File: config.mk
export PLATFORM = sky130hd
export DESIGN_NAME = swsw_status
export DESIGN_NICKNAME = d
export VERILOG_FILES = /design/src/design/swsw_pkg.sv /design/src/design/swsw_sync.sv /design/src/design/swsw_status.sv
export SDC_FILE = /design/constraint.sdc
export NUM_CORES = 1
export LEC_CHECK = 0
export BUFFER_PORTS_ARGS = -buffer_cell sky130_fd_sc_hd__clkbuf_2
export CAP_MARGIN = 20
export CORE_ASPECT_RATIO = 0.8
export CORE_UTILIZATION = 32
export DETAILED_ROUTE_END_ITERATION = 8
export HOLD_SLACK_MARGIN = 0.1
export PLACE_DENSITY = 0.55
export SETUP_SLACK_MARGIN = 0.3
export SLEW_MARGIN = 20
export SYNTH_ARGS = -nofsm -noshare
export SYNTH_HDL_FRONTEND = slang
export SYNTH_SLANG_ARGS = --single-unit
File: constraint.sdc
create_clock -name clk -period 2.33 [get_ports clk]
set_input_delay 0.233 -clock clk [delete_from_list [all_inputs] [get_ports clk]]
set_output_delay 0.233 -clock clk [all_outputs]
set_load 0.05 [all_outputs]
File: src/design/swsw_pkg.sv
`default_nettype none

package swsw_pkg;

   // Clock and timing
   localparam int unsigned CLK_PERIOD_NS   = 4;
   localparam int unsigned UV_TIME_NS      = 2000;
   localparam int unsigned UV_CYCLES       = (UV_TIME_NS + CLK_PERIOD_NS - 1) / CLK_PERIOD_NS;
   localparam logic [9:0]  UV_COUNT_MAX    = 10'(UV_CYCLES);

   // Command byte decode
   localparam logic [5:0]  STATUS_ADDR     = 6'h13;
   localparam logic [1:0]  OP_READ         = 2'h1;
   localparam logic [1:0]  OP_READ_CLEAR   = 2'h2;

   // Field positions of the status word
   localparam int unsigned BIT_TSD         = 15;
   localparam int unsigned BIT_TW          = 14;
   localparam int unsigned WAKE_HI         = 13;
   localparam int unsigned WAKE_LO         = 12;
   localparam int unsigned BIT_RFAIL       = 11;
   localparam int unsigned RST_HI          = 10;
   localparam int unsigned RST_LO          = 8;
   localparam int unsigned MISS_HI         = 7;
   localparam int unsigned MISS_LO         = 4;
   localparam int unsigned BIT_FWD         = 3;
   localparam int unsigned BIT_FHS         = 2;
   localparam int unsigned PROG_HI         = 1;
   localparam int unsigned PROG_LO         = 0;

   // Wake origin codes
   localparam logic [1:0]  WAKE_NONE       = 2'h0;
   localparam logic [1:0]  WAKE_MAIN_STBY  = 2'h1;
   localparam logic [1:0]  WAKE_BAT_STBY   = 2'h2;
   localparam logic [1:0]  WAKE_FLASH      = 2'h3;

   // Counter limits and reset values
   localparam logic [2:0]  RESTART_LIMIT   = 3'h7;
   localparam logic [3:0]  MISS_LIMIT      = 4'hf;
   localparam logic [15:0] STATUS_RESET    = 16'h0000;
   localparam logic [7:0]  BYTE_RESET      = 8'h00;
   localparam int unsigned PIN_W           = 5;

   typedef enum logic [1:0] {
      RSP_IDLE  = 2'b00,
      RSP_UPPER = 2'b01,
      RSP_LOWER = 2'b11
   } swsw_rsp_e;

   typedef struct packed {
      logic       valid;
      logic [1:0] op;
      logic [5:0] addr;
   } swsw_cmd_s;

   typedef struct packed {
      logic tsd;
      logic tw;
      logic reg_low;
      logic second_level_thermal_shutdown;
      logic reg_short;
   } swsw_pins_s;

   typedef struct packed {
      logic       trigger_ok;
      logic       trigger_missed;
      logic [1:0] progress;
   } swsw_wd_s;

   typedef struct packed {
      logic       valid;
      logic [7:0] data;
   } swsw_rsp_s;

   typedef struct packed {
      logic [PIN_W-1:0] s1;
      logic [PIN_W-1:0] s2;
      logic [PIN_W-1:0] s3;
      logic [PIN_W-1:0] out;
   } swsw_sync_s;

   typedef struct packed {
      swsw_rsp_e  st;
      logic [15:0] snap;
      swsw_rsp_s  rsp;
      logic       tsd_f;
      logic       tw_f;
      logic [1:0] wake;
      logic       rfail;
      logic [2:0] rst_cnt;
      logic [3:0] miss_cnt;
      logic       fwd;
      logic       fhs;
      logic [1:0] prog;
      logic [9:0] uv_cnt;
      swsw_pins_s pins_q;
      logic       standby_req;
      logic [15:0] word;
   } swsw_state_s;

endpackage

`default_nettype wire

File: src/design/swsw_sync.sv
`timescale 1ns/1ps
`default_nettype none

// Three-stage pin synchroniser; output moves only when stages two and three agree
module swsw_sync (
   input  wire logic                      clk,
   input  wire logic                      rstn,
   input  wire logic [swsw_pkg::PIN_W-1:0] pin_async,
   output logic      [swsw_pkg::PIN_W-1:0] pin_sync
);
   import swsw_pkg::*;

   swsw_sync_s r_ff;
   swsw_sync_s nxt_r;

   always_comb begin
      nxt_r    = r_ff;
      nxt_r.s1 = pin_async;
      nxt_r.s2 = r_ff.s1;
      nxt_r.s3 = r_ff.s2;
      for (int i = 0; i < PIN_W; i++) begin
         if (r_ff.s2[i] == r_ff.s3[i]) begin
            nxt_r.out[i] = r_ff.s3[i];
         end
      end
   end

   always_ff @(posedge clk or negedge rstn) begin
      if (!rstn) begin
         r_ff <= '0;
      end else begin
         r_ff <= nxt_r;
      end
   end

   assign pin_sync = r_ff.out;

endmodule

`default_nettype wire

File: src/design/swsw_status.sv
// What this block does
// - Thermal shutdown bit 15 and warning bit 14 latch until read-and-clear.
// - Bits 13:12 record wake origin: 01 main standby, 10 battery, 11 flash.
// - Wake origin holds until read-and-clear, then takes the current state.
// - Bit 11 latches when main regulator stays under 2 V beyond 2 us.
// - Bits 10:8 count restarts from second thermal shutdown; seventh forces battery standby.
// - Bits 7:4 count missed triggers; 15 forces standby; good trigger zeroes it.
// - Bit 3 latches when watchdog errors forced standby.
// - Bit 2 latches on thermal or short forced standby; both clear on read-and-clear.
// - Bits 1:0 show live watchdog window progress; 00 means first third.
// - Read-and-clear never touches the progress field.
// - Address 010011 selects this word; upper byte returned first, then lower.
`timescale 1ns/1ps
`default_nettype none

module swsw_status (
   input  wire logic                 clk,
   input  wire logic                 rstn,
   input  wire swsw_pkg::swsw_cmd_s  cmd,
   input  wire swsw_pkg::swsw_pins_s pins_async,
   input  wire swsw_pkg::swsw_wd_s   wd,
   input  wire logic                 wake_evt,
   input  wire logic [1:0]           cur_state,
   output var swsw_pkg::swsw_rsp_s   rsp,
   output logic [15:0]               status_word,
   output logic                      battery_standby_req
);
   import swsw_pkg::*;

   swsw_state_s r_ff;
   swsw_state_s nxt_r;
   swsw_pins_s  pins;
   logic        take;
   logic        clr;
   logic        second_level_thermal_shutdown_rise;
   logic        short_rise;
   logic        miss_force;
   logic        heat_force;

   swsw_sync u_sync (
      .clk       (clk),
      .rstn      (rstn),
      .pin_async (pins_async),
      .pin_sync  (pins)
   );

   // Request decode
   always_comb begin
      take = cmd.valid && (r_ff.st == RSP_IDLE) && (cmd.addr == STATUS_ADDR) &&
             ((cmd.op == OP_READ) || (cmd.op == OP_READ_CLEAR));
      clr  = take && (cmd.op == OP_READ_CLEAR);
   end

   // Event detection
   always_comb begin
      second_level_thermal_shutdown_rise  = pins.second_level_thermal_shutdown && !r_ff.pins_q.second_level_thermal_shutdown;
      short_rise = pins.reg_short && !r_ff.pins_q.reg_short;
      miss_force = wd.trigger_missed && !wd.trigger_ok &&
                   (r_ff.miss_cnt == MISS_LIMIT - 4'h1);
      heat_force = (second_level_thermal_shutdown_rise && (r_ff.rst_cnt == RESTART_LIMIT - 3'h1)) ||
                   short_rise;
   end

   always_comb begin
      nxt_r        = r_ff;
      nxt_r.pins_q = pins;

      // Thermal flags; a set in the clearing cycle wins
      nxt_r.tsd_f = (r_ff.tsd_f && !clr) || pins.tsd;
      nxt_r.tw_f  = (r_ff.tw_f && !clr) || pins.tw;

      // Wake origin
      if (clr) begin
         nxt_r.wake = cur_state;
      end else if (wake_evt && (r_ff.wake == WAKE_NONE)) begin
         nxt_r.wake = cur_state;
      end

      // Undervoltage filter
      if (!pins.reg_low) begin
         nxt_r.uv_cnt = '0;
      end else if (r_ff.uv_cnt != UV_COUNT_MAX) begin
         nxt_r.uv_cnt = r_ff.uv_cnt + 10'h1;
      end
      nxt_r.rfail = (r_ff.rfail && !clr) ||
                    (pins.reg_low && (r_ff.uv_cnt == UV_COUNT_MAX));

      // Restart counter, software cannot clear it
      if (second_level_thermal_shutdown_rise && (r_ff.rst_cnt != RESTART_LIMIT)) begin
         nxt_r.rst_cnt = r_ff.rst_cnt + 3'h1;
      end

      // Missed trigger counter
      if (wd.trigger_ok) begin
         nxt_r.miss_cnt = '0;
      end else if (wd.trigger_missed && (r_ff.miss_cnt != MISS_LIMIT)) begin
         nxt_r.miss_cnt = r_ff.miss_cnt + 4'h1;
      end

      // Forced standby flags
      nxt_r.fwd = (r_ff.fwd && !clr) || miss_force;
      nxt_r.fhs = (r_ff.fhs && !clr) || heat_force;
      nxt_r.standby_req = miss_force || heat_force;

      // Progress follows the counter only, never the clear
      nxt_r.prog = wd.progress;

      nxt_r.word = {nxt_r.tsd_f, nxt_r.tw_f, nxt_r.wake, nxt_r.rfail,
                    nxt_r.rst_cnt, nxt_r.miss_cnt, nxt_r.fwd, nxt_r.fhs,
                    nxt_r.prog};

      // Two-byte answer, upper byte first
      case (r_ff.st)
         RSP_IDLE: begin
            nxt_r.rsp.valid = 1'b0;
            if (take) begin
               nxt_r.snap      = r_ff.word;
               nxt_r.rsp.valid = 1'b1;
               nxt_r.rsp.data  = r_ff.word[15:8];
               nxt_r.st        = RSP_UPPER;
            end
         end
         RSP_UPPER: begin
            nxt_r.rsp.valid = 1'b1;
            nxt_r.rsp.data  = r_ff.snap[7:0];
            nxt_r.st        = RSP_LOWER;
         end
         RSP_LOWER: begin
            nxt_r.rsp.valid = 1'b0;
            nxt_r.rsp.data  = BYTE_RESET;
            nxt_r.st        = RSP_IDLE;
         end
         default: begin
            nxt_r.rsp.valid = 1'b0;
            nxt_r.st        = RSP_IDLE;
         end
      endcase
   end

   always_ff @(posedge clk or negedge rstn) begin
      if (!rstn) begin
         r_ff      <= '0;
         r_ff.st   <= RSP_IDLE;
         r_ff.word <= STATUS_RESET;
      end else begin
         r_ff <= nxt_r;
      end
   end

   assign rsp                 = r_ff.rsp;
   assign status_word         = r_ff.word;
   assign battery_standby_req = r_ff.standby_req;

   // Checks

   tsd_latch_a: assert property (@(posedge clk) disable iff (!rstn)
      (status_word[BIT_TSD] && !clr) |=> status_word[BIT_TSD])
      else $error("thermal shutdown flag dropped without clear");

   tw_set_a: assert property (@(posedge clk) disable iff (!rstn)
      pins.tw |=> status_word[BIT_TW])
      else $error("thermal warning not latched");

   wake_record_a: assert property (@(posedge clk) disable iff (!rstn)
      (wake_evt && !clr && status_word[WAKE_HI:WAKE_LO] == WAKE_NONE)
      |=> status_word[WAKE_HI:WAKE_LO] == $past(cur_state))
      else $error("wake origin not recorded");

   wake_update_a: assert property (@(posedge clk) disable iff (!rstn)
      clr |=> status_word[WAKE_HI:WAKE_LO] == $past(cur_state))
      else $error("wake origin not refreshed after clear");

   wake_hold_a: assert property (@(posedge clk) disable iff (!rstn)
      (!clr && status_word[WAKE_HI:WAKE_LO] != WAKE_NONE)
      |=> $stable(status_word[WAKE_HI:WAKE_LO]))
      else $error("wake origin changed without clear");

   uv_filter_a: assert property (@(posedge clk) disable iff (!rstn)
      $rose(status_word[BIT_RFAIL]) |-> r_ff.uv_cnt == UV_COUNT_MAX)
      else $error("regulator fail set before filter time");

   restart_keep_a: assert property (@(posedge clk) disable iff (!rstn)
      (status_word[RST_HI:RST_LO] == RESTART_LIMIT) |=>
      (status_word[RST_HI:RST_LO] == RESTART_LIMIT))
      else $error("restart counter left saturation");

   restart_force_a: assert property (@(posedge clk) disable iff (!rstn)
      (second_level_thermal_shutdown_rise && r_ff.rst_cnt == 3'h6) |=> battery_standby_req ##0
      status_word[BIT_FHS] ##0 status_word[RST_HI:RST_LO] == RESTART_LIMIT)
      else $error("seventh restart did not force standby");

   miss_zero_a: assert property (@(posedge clk) disable iff (!rstn)
      wd.trigger_ok |=> status_word[MISS_HI:MISS_LO] == 4'h0)
      else $error("good trigger did not zero miss count");

   miss_step_a: assert property (@(posedge clk) disable iff (!rstn)
      (wd.trigger_missed && !wd.trigger_ok && r_ff.miss_cnt < 4'he)
      |=> status_word[MISS_HI:MISS_LO] == $past(r_ff.miss_cnt) + 4'h1)
      else $error("miss count did not advance");

   wd_force_a: assert property (@(posedge clk) disable iff (!rstn)
      miss_force |=> battery_standby_req && status_word[BIT_FWD] &&
      status_word[MISS_HI:MISS_LO] == MISS_LIMIT)
      else $error("fifteenth miss did not force standby");

   heat_clear_a: assert property (@(posedge clk) disable iff (!rstn)
      (clr && !heat_force && !miss_force) |=>
      !status_word[BIT_FHS] && !status_word[BIT_FWD])
      else $error("forced standby flags survived clear");

   prog_live_a: assert property (@(posedge clk) disable iff (!rstn)
      ##2 status_word[PROG_HI:PROG_LO] == $past(wd.progress, 1))
      else $error("progress field not live");

   prog_noclr_a: assert property (@(posedge clk) disable iff (!rstn)
      clr ##1 1'b1 |=> status_word[PROG_HI:PROG_LO] == $past(wd.progress, 1))
      else $error("clear disturbed progress field");

   byte_order_a: assert property (@(posedge clk) disable iff (!rstn)
      take |=> (rsp.valid && rsp.data == $past(status_word[15:8]))
      ##1 (rsp.valid && rsp.data == $past(status_word[7:0], 2)) ##1 !rsp.valid)
      else $error("status word bytes out of order");

endmodule

`default_nettype wire

Yosys cells after proc, flatten, opt, wreduce, memory -nomap -nowiden
Index checks and enable logic that the tools add are counted.

Latch bits: 0. Logic and storage cells: 92. Memories: 0. Flip-flop bits (word level): 90. ROM bits: 0. Memory bits (writable): 0.

Divide/modulo/power cells: 0. Multiplexer cells: 11. Shift operators: 0. Bitwise logic cells: 0. Reductions and logical operators: 35. Equality and inequality tests: 18. $lt $le $gt $ge: 0. $mul: 0. Add/subtract/negate cells: 3.

Operators with widths (count): 27-bit two-way mux (1); 8-bit one-hot mux with 3 select lines (1); 10-bit two-way mux (2); 1-bit logical AND (18); 10-bit by 1-bit adder with 10-bit output, second input constant (1); 10-bit by 9-bit == test with 1-bit output, second input constant (1); 10-bit by 9-bit != test with 1-bit output, second input constant (1); 1-bit logical OR (8); 4-bit two-way mux (2); 6-bit by 5-bit == test with 1-bit output, second input constant (1); 1-bit == test (5); 4-bit by 1-bit adder with 4-bit output, second input constant (1); 2-bit by 1-bit == test with 1-bit output, second input constant (2); 2-bit == test, second input constant (2); 4-bit == test, second input constant (1); 1-bit logical NOT (4); 2-bit logical NOT (2); 2-bit two-way mux (2); 2-bit != test, second input constant (2); 4-bit != test, second input constant (1); 2-bit one-hot mux with 2 select lines (1); 2-bit AND reduction (2); 3-bit by 1-bit adder with 3-bit output, second input constant (1); 3-bit == test, second input constant (1); 4 further kinds (4).

Depth between registers and ports, before layout
Depth after elaboration: 8. Mapped depth: 6. Depth with buffers taken out: 5.

Hierarchy
A second synthesis with hierarchy kept.

Cell total of the unflattened synthesis: 260. Area, all modules: 3136.8 µm².

By module, submodules not included: swsw_status (seq. area each 1201.2 µm², instances 1, area an instance 2542.4 µm², cells each 230); swsw_sync (seq. area each 500.5 µm², instances 1, area an instance 594.3 µm², cells each 30).

Worst setup path after synthesis
No wires, ideal clock.

Path type: register to register. Start point: register, netlist name status_word[9]. End point: register r_ff (netlist bit status_word[10]). Data arrival time: 1501 ps. Period minus slack after synthesis: 1626 ps. Cell stages (with the launch flop): 5. Slack: 704 ps. Path through: dfrtp_1 ha_1 ha_1 nor3b_1 mux2_2.

RTL lines: to (signal assigned) (RTL line swsw_status.sv:146) `r_ff <= nxt_r;`; to (decl) (RTL line swsw_status.sv:30) `swsw_state_s r_ff;`.

==> run metrics <==
xor/xnor share of the synthesized area 0.562%; initial DRC count 121; highest-count cells in the layout ignoring fill and taps 68 x dfrtp_1, 47 x clkbuf_2, 14 x inv_1; crit path DAT 2.03 ns; Worst-path clk slew 0.05 ns; Area growth syn-to-layout 18.4%; routed len/inst 14.4 um; aggregate global-route resource usage 13.3%; Setup CP Type flip-flop to flip-flop; Power Dens Cells 902 nW/um2; ys flop type dfrtp_1; outcome complete, but fails checks; Netlist Area Pre-Place 3120 um2; critical path fanouts, max 13; IO buf count 48; final RePlAce weighted congestion 0.758; buffers plus inverters on the worst setup path 0; Setup Skew 0.00758 ns; MaxCap Viol Count 0; Cell Chain, Critical Path nor4b_4 > nand4_2 > a221o_1; Slew headroom 57.3%; Warnings, synthesis 0; family with the most delay on the worst path simple AND/OR/NAND/NOR gates; Die Area 10100 um2; layout cells sized above 1 24.8%; CP max-delay cell dfrtp_1; Inst Count DP 394; row cnt 31; Post-Synth Simple-Gate Area 15.7%; Netlist cell types 47; Num CTS Buffers 9; Mapped Nets 293; worst-margin pin slew 0.639 ns; Die H 90.3 um; CTS max path bufs 2; boundary pin count 49; failing checks DRC; r2r setup slk 0.51 ns; final std cells w/o fill 417; fin. max-slew vios 0; Total Wirelength 6.02 mm; main combinational cell family by area after synthesis simple AND/OR/NAND/NOR gates; vias in the first global route 2080; RSZ-0062 raised after global routing false; Peak VDD IR 0.000430 V; later-pin clock latency in the skew report 0.33 ns; core area 9270 um2; die extent in x 112 um; min-delay worst type primary input to flip-flop; global-route wire length before repair 10.4 mm; Post-Syn Area per Cell 11.9 um2; Post-CTS Resized 0; final critical-path required period 1.82 ns; fin crit share 78.2%; crit-path max cell delay 0.54 ns; via count 2042; Setup Fix Bufs, Post-CTS 0; Synth async-reset ratio 100%; Sink Count 68; Worst EP required 2.54 ns; Fin. Hold Viols 0; Worst Setup End Kind flip-flop; Startpoint Class flip-flop; Power Total 0.00333 W; post-synthesis compound-gate area fraction 11.2%; Final TNS setup 0 ns; mux share of post-synthesis cell area 4.22%; Initial Util 33.6%; CTS HTree Levels 3; FILL cells 878; CTS root buffer clkbuf_16; n_diodes 0; antenna-violating nets left 0; most common cell after layout, fill and taps aside dfrtp_1; sequential area share after synthesis 54.6%; EDFF count, synth 0; initial antenna violation count 0; number of remaining DRC errors 4; post-synthesis cell count 262; vias per std cell 4.90; adder-cell area share of the yosys netlist 4.82%; GRT overflow 0; largest net degree at the start of global routing 68; # nets final 329; drt pass-1 iters 9; HPWL Detailed 4.19 mm; CTS tree yes; fmax 549 MHz; #FFs+latches synth 68; static leakage 1.65 nW; # hold bufs at CTS 8; final setup vio count 0
-- layout make-up --
cell class	count	area (um2)	share of cell area, %
clock buffers	11	253	6.85
clock inverters	4	48.8	1.32
inverters	14	52.6	1.42
multi-input cells	146	1130	30.8
flip-flops and latches	68	1700	46.1
well taps	115	144	3.90
repair buffers	59	355	9.63
-- layer usage --
metal / up-vias / share of wire (%) / GRT usage [%]
li1: 1007 / - / -
met1: 983 / 51 / 17.6
met2: 45 / 43 / 19.5
met3: 7 / 4.7 / 5.30
met4: 0 / 1.2 / 5.22
met5: - / 0 / 0
-- cell usage after synthesis, types with 3 or more instances --
cell      instances  area, um2
dfrtp_1          68       1700
buf_4            25        188
inv_1            14       52.6
nand3_1          13       65.1
nor2b_1          12       75.1
nand4_1          11       68.8
ha_1              8        100
nand2_1           8       30.0
o21ai_0           8       40.0
a21oi_1           7       35.0
o211ai_1          7       52.6
a32oi_1           6       52.6
mux2_1            6       67.6
or3_1             6       37.5
maj3_1            5       50.1
a21o_1            4       30.0
buf_2             4       20.0
clkbuf_1          4       15.0
mux2_2            3       33.8
mux2i_1           3       30.0
o31ai_1           3       22.5
-- sequential cells by signal (all words and copies together), names as in the netlist --
name,cells
u_sync.nxt_r,10
r_ff,23
u_sync.r_ff,5
battery_standby_req,1
u_sync.pin_sync,5
rsp,9
status_word,15
-- worst paths after layout --
| kind | start | to | depth (start not counted) |
|---|---|---|---|
| min | cur_state[0] | status_word[12]$_DFFE_PN0P_ | 2 |
| min in group asynchronous | rstn | rsp[8]$_DFF_PN0_ | 2 |
| max in group asynchronous | rstn | r_ff[60]$_DFFE_PN0P_ | 3 |
| max | r_ff[73]$_DFFE_PN0P_ | status_word[2]$_DFF_PN0_ | 3 |
| max reg2reg | r_ff[73]$_DFFE_PN0P_ | status_word[2]$_DFF_PN0_ | 3 |
| min reg2reg | u_sync.nxt_r[10]$_DFF_PN0_ | u_sync.nxt_r[5]$_DFF_PN0_ | 0 |
-- worst register-to-register path: stages (launching register included) --
cell and delay [ns]:
dfrtp_1 0.54, nor4b_4 0.53, nand4_2 0.29, a221o_1 0.36
-- metrics by stage --
stage / util [%] / setup WS, ns / hold slack [ns] / area [um2]
floorplan: - / 0.704 / -0.0626 / 3120
global placement: 35.7 / 0.418 / 0.0313 / 3310
detailed placement: 35.7 / 0.364 / 0.0316 / 3310
CTS: 39.8 / 0.486 / 0.126 / 3690
global route: 39.8 / 0.372 / 0.127 / 3690
finish: 39.8 / 0.507 / 0.137 / 3690
-- where the power goes --
part	internal, W	switching (W)	total [W]
Clock	0.000877	0.000476	0.00135
Sequential	0.00128	0.000103	0.00138
Combinational	0.000201	0.000390	0.000591
-- cell families after synthesis --
kind of cell               count (synthesis)
xor gates and xnor gates                   2
adders and majority gates                 13
buffers and inverters                     48
and+or+nand+nor                           71
AOI/OAI and AO/OA                         48
DFF                                       68
muxes                                     12
No activity file was read; power rests on OpenSTA's default activity.
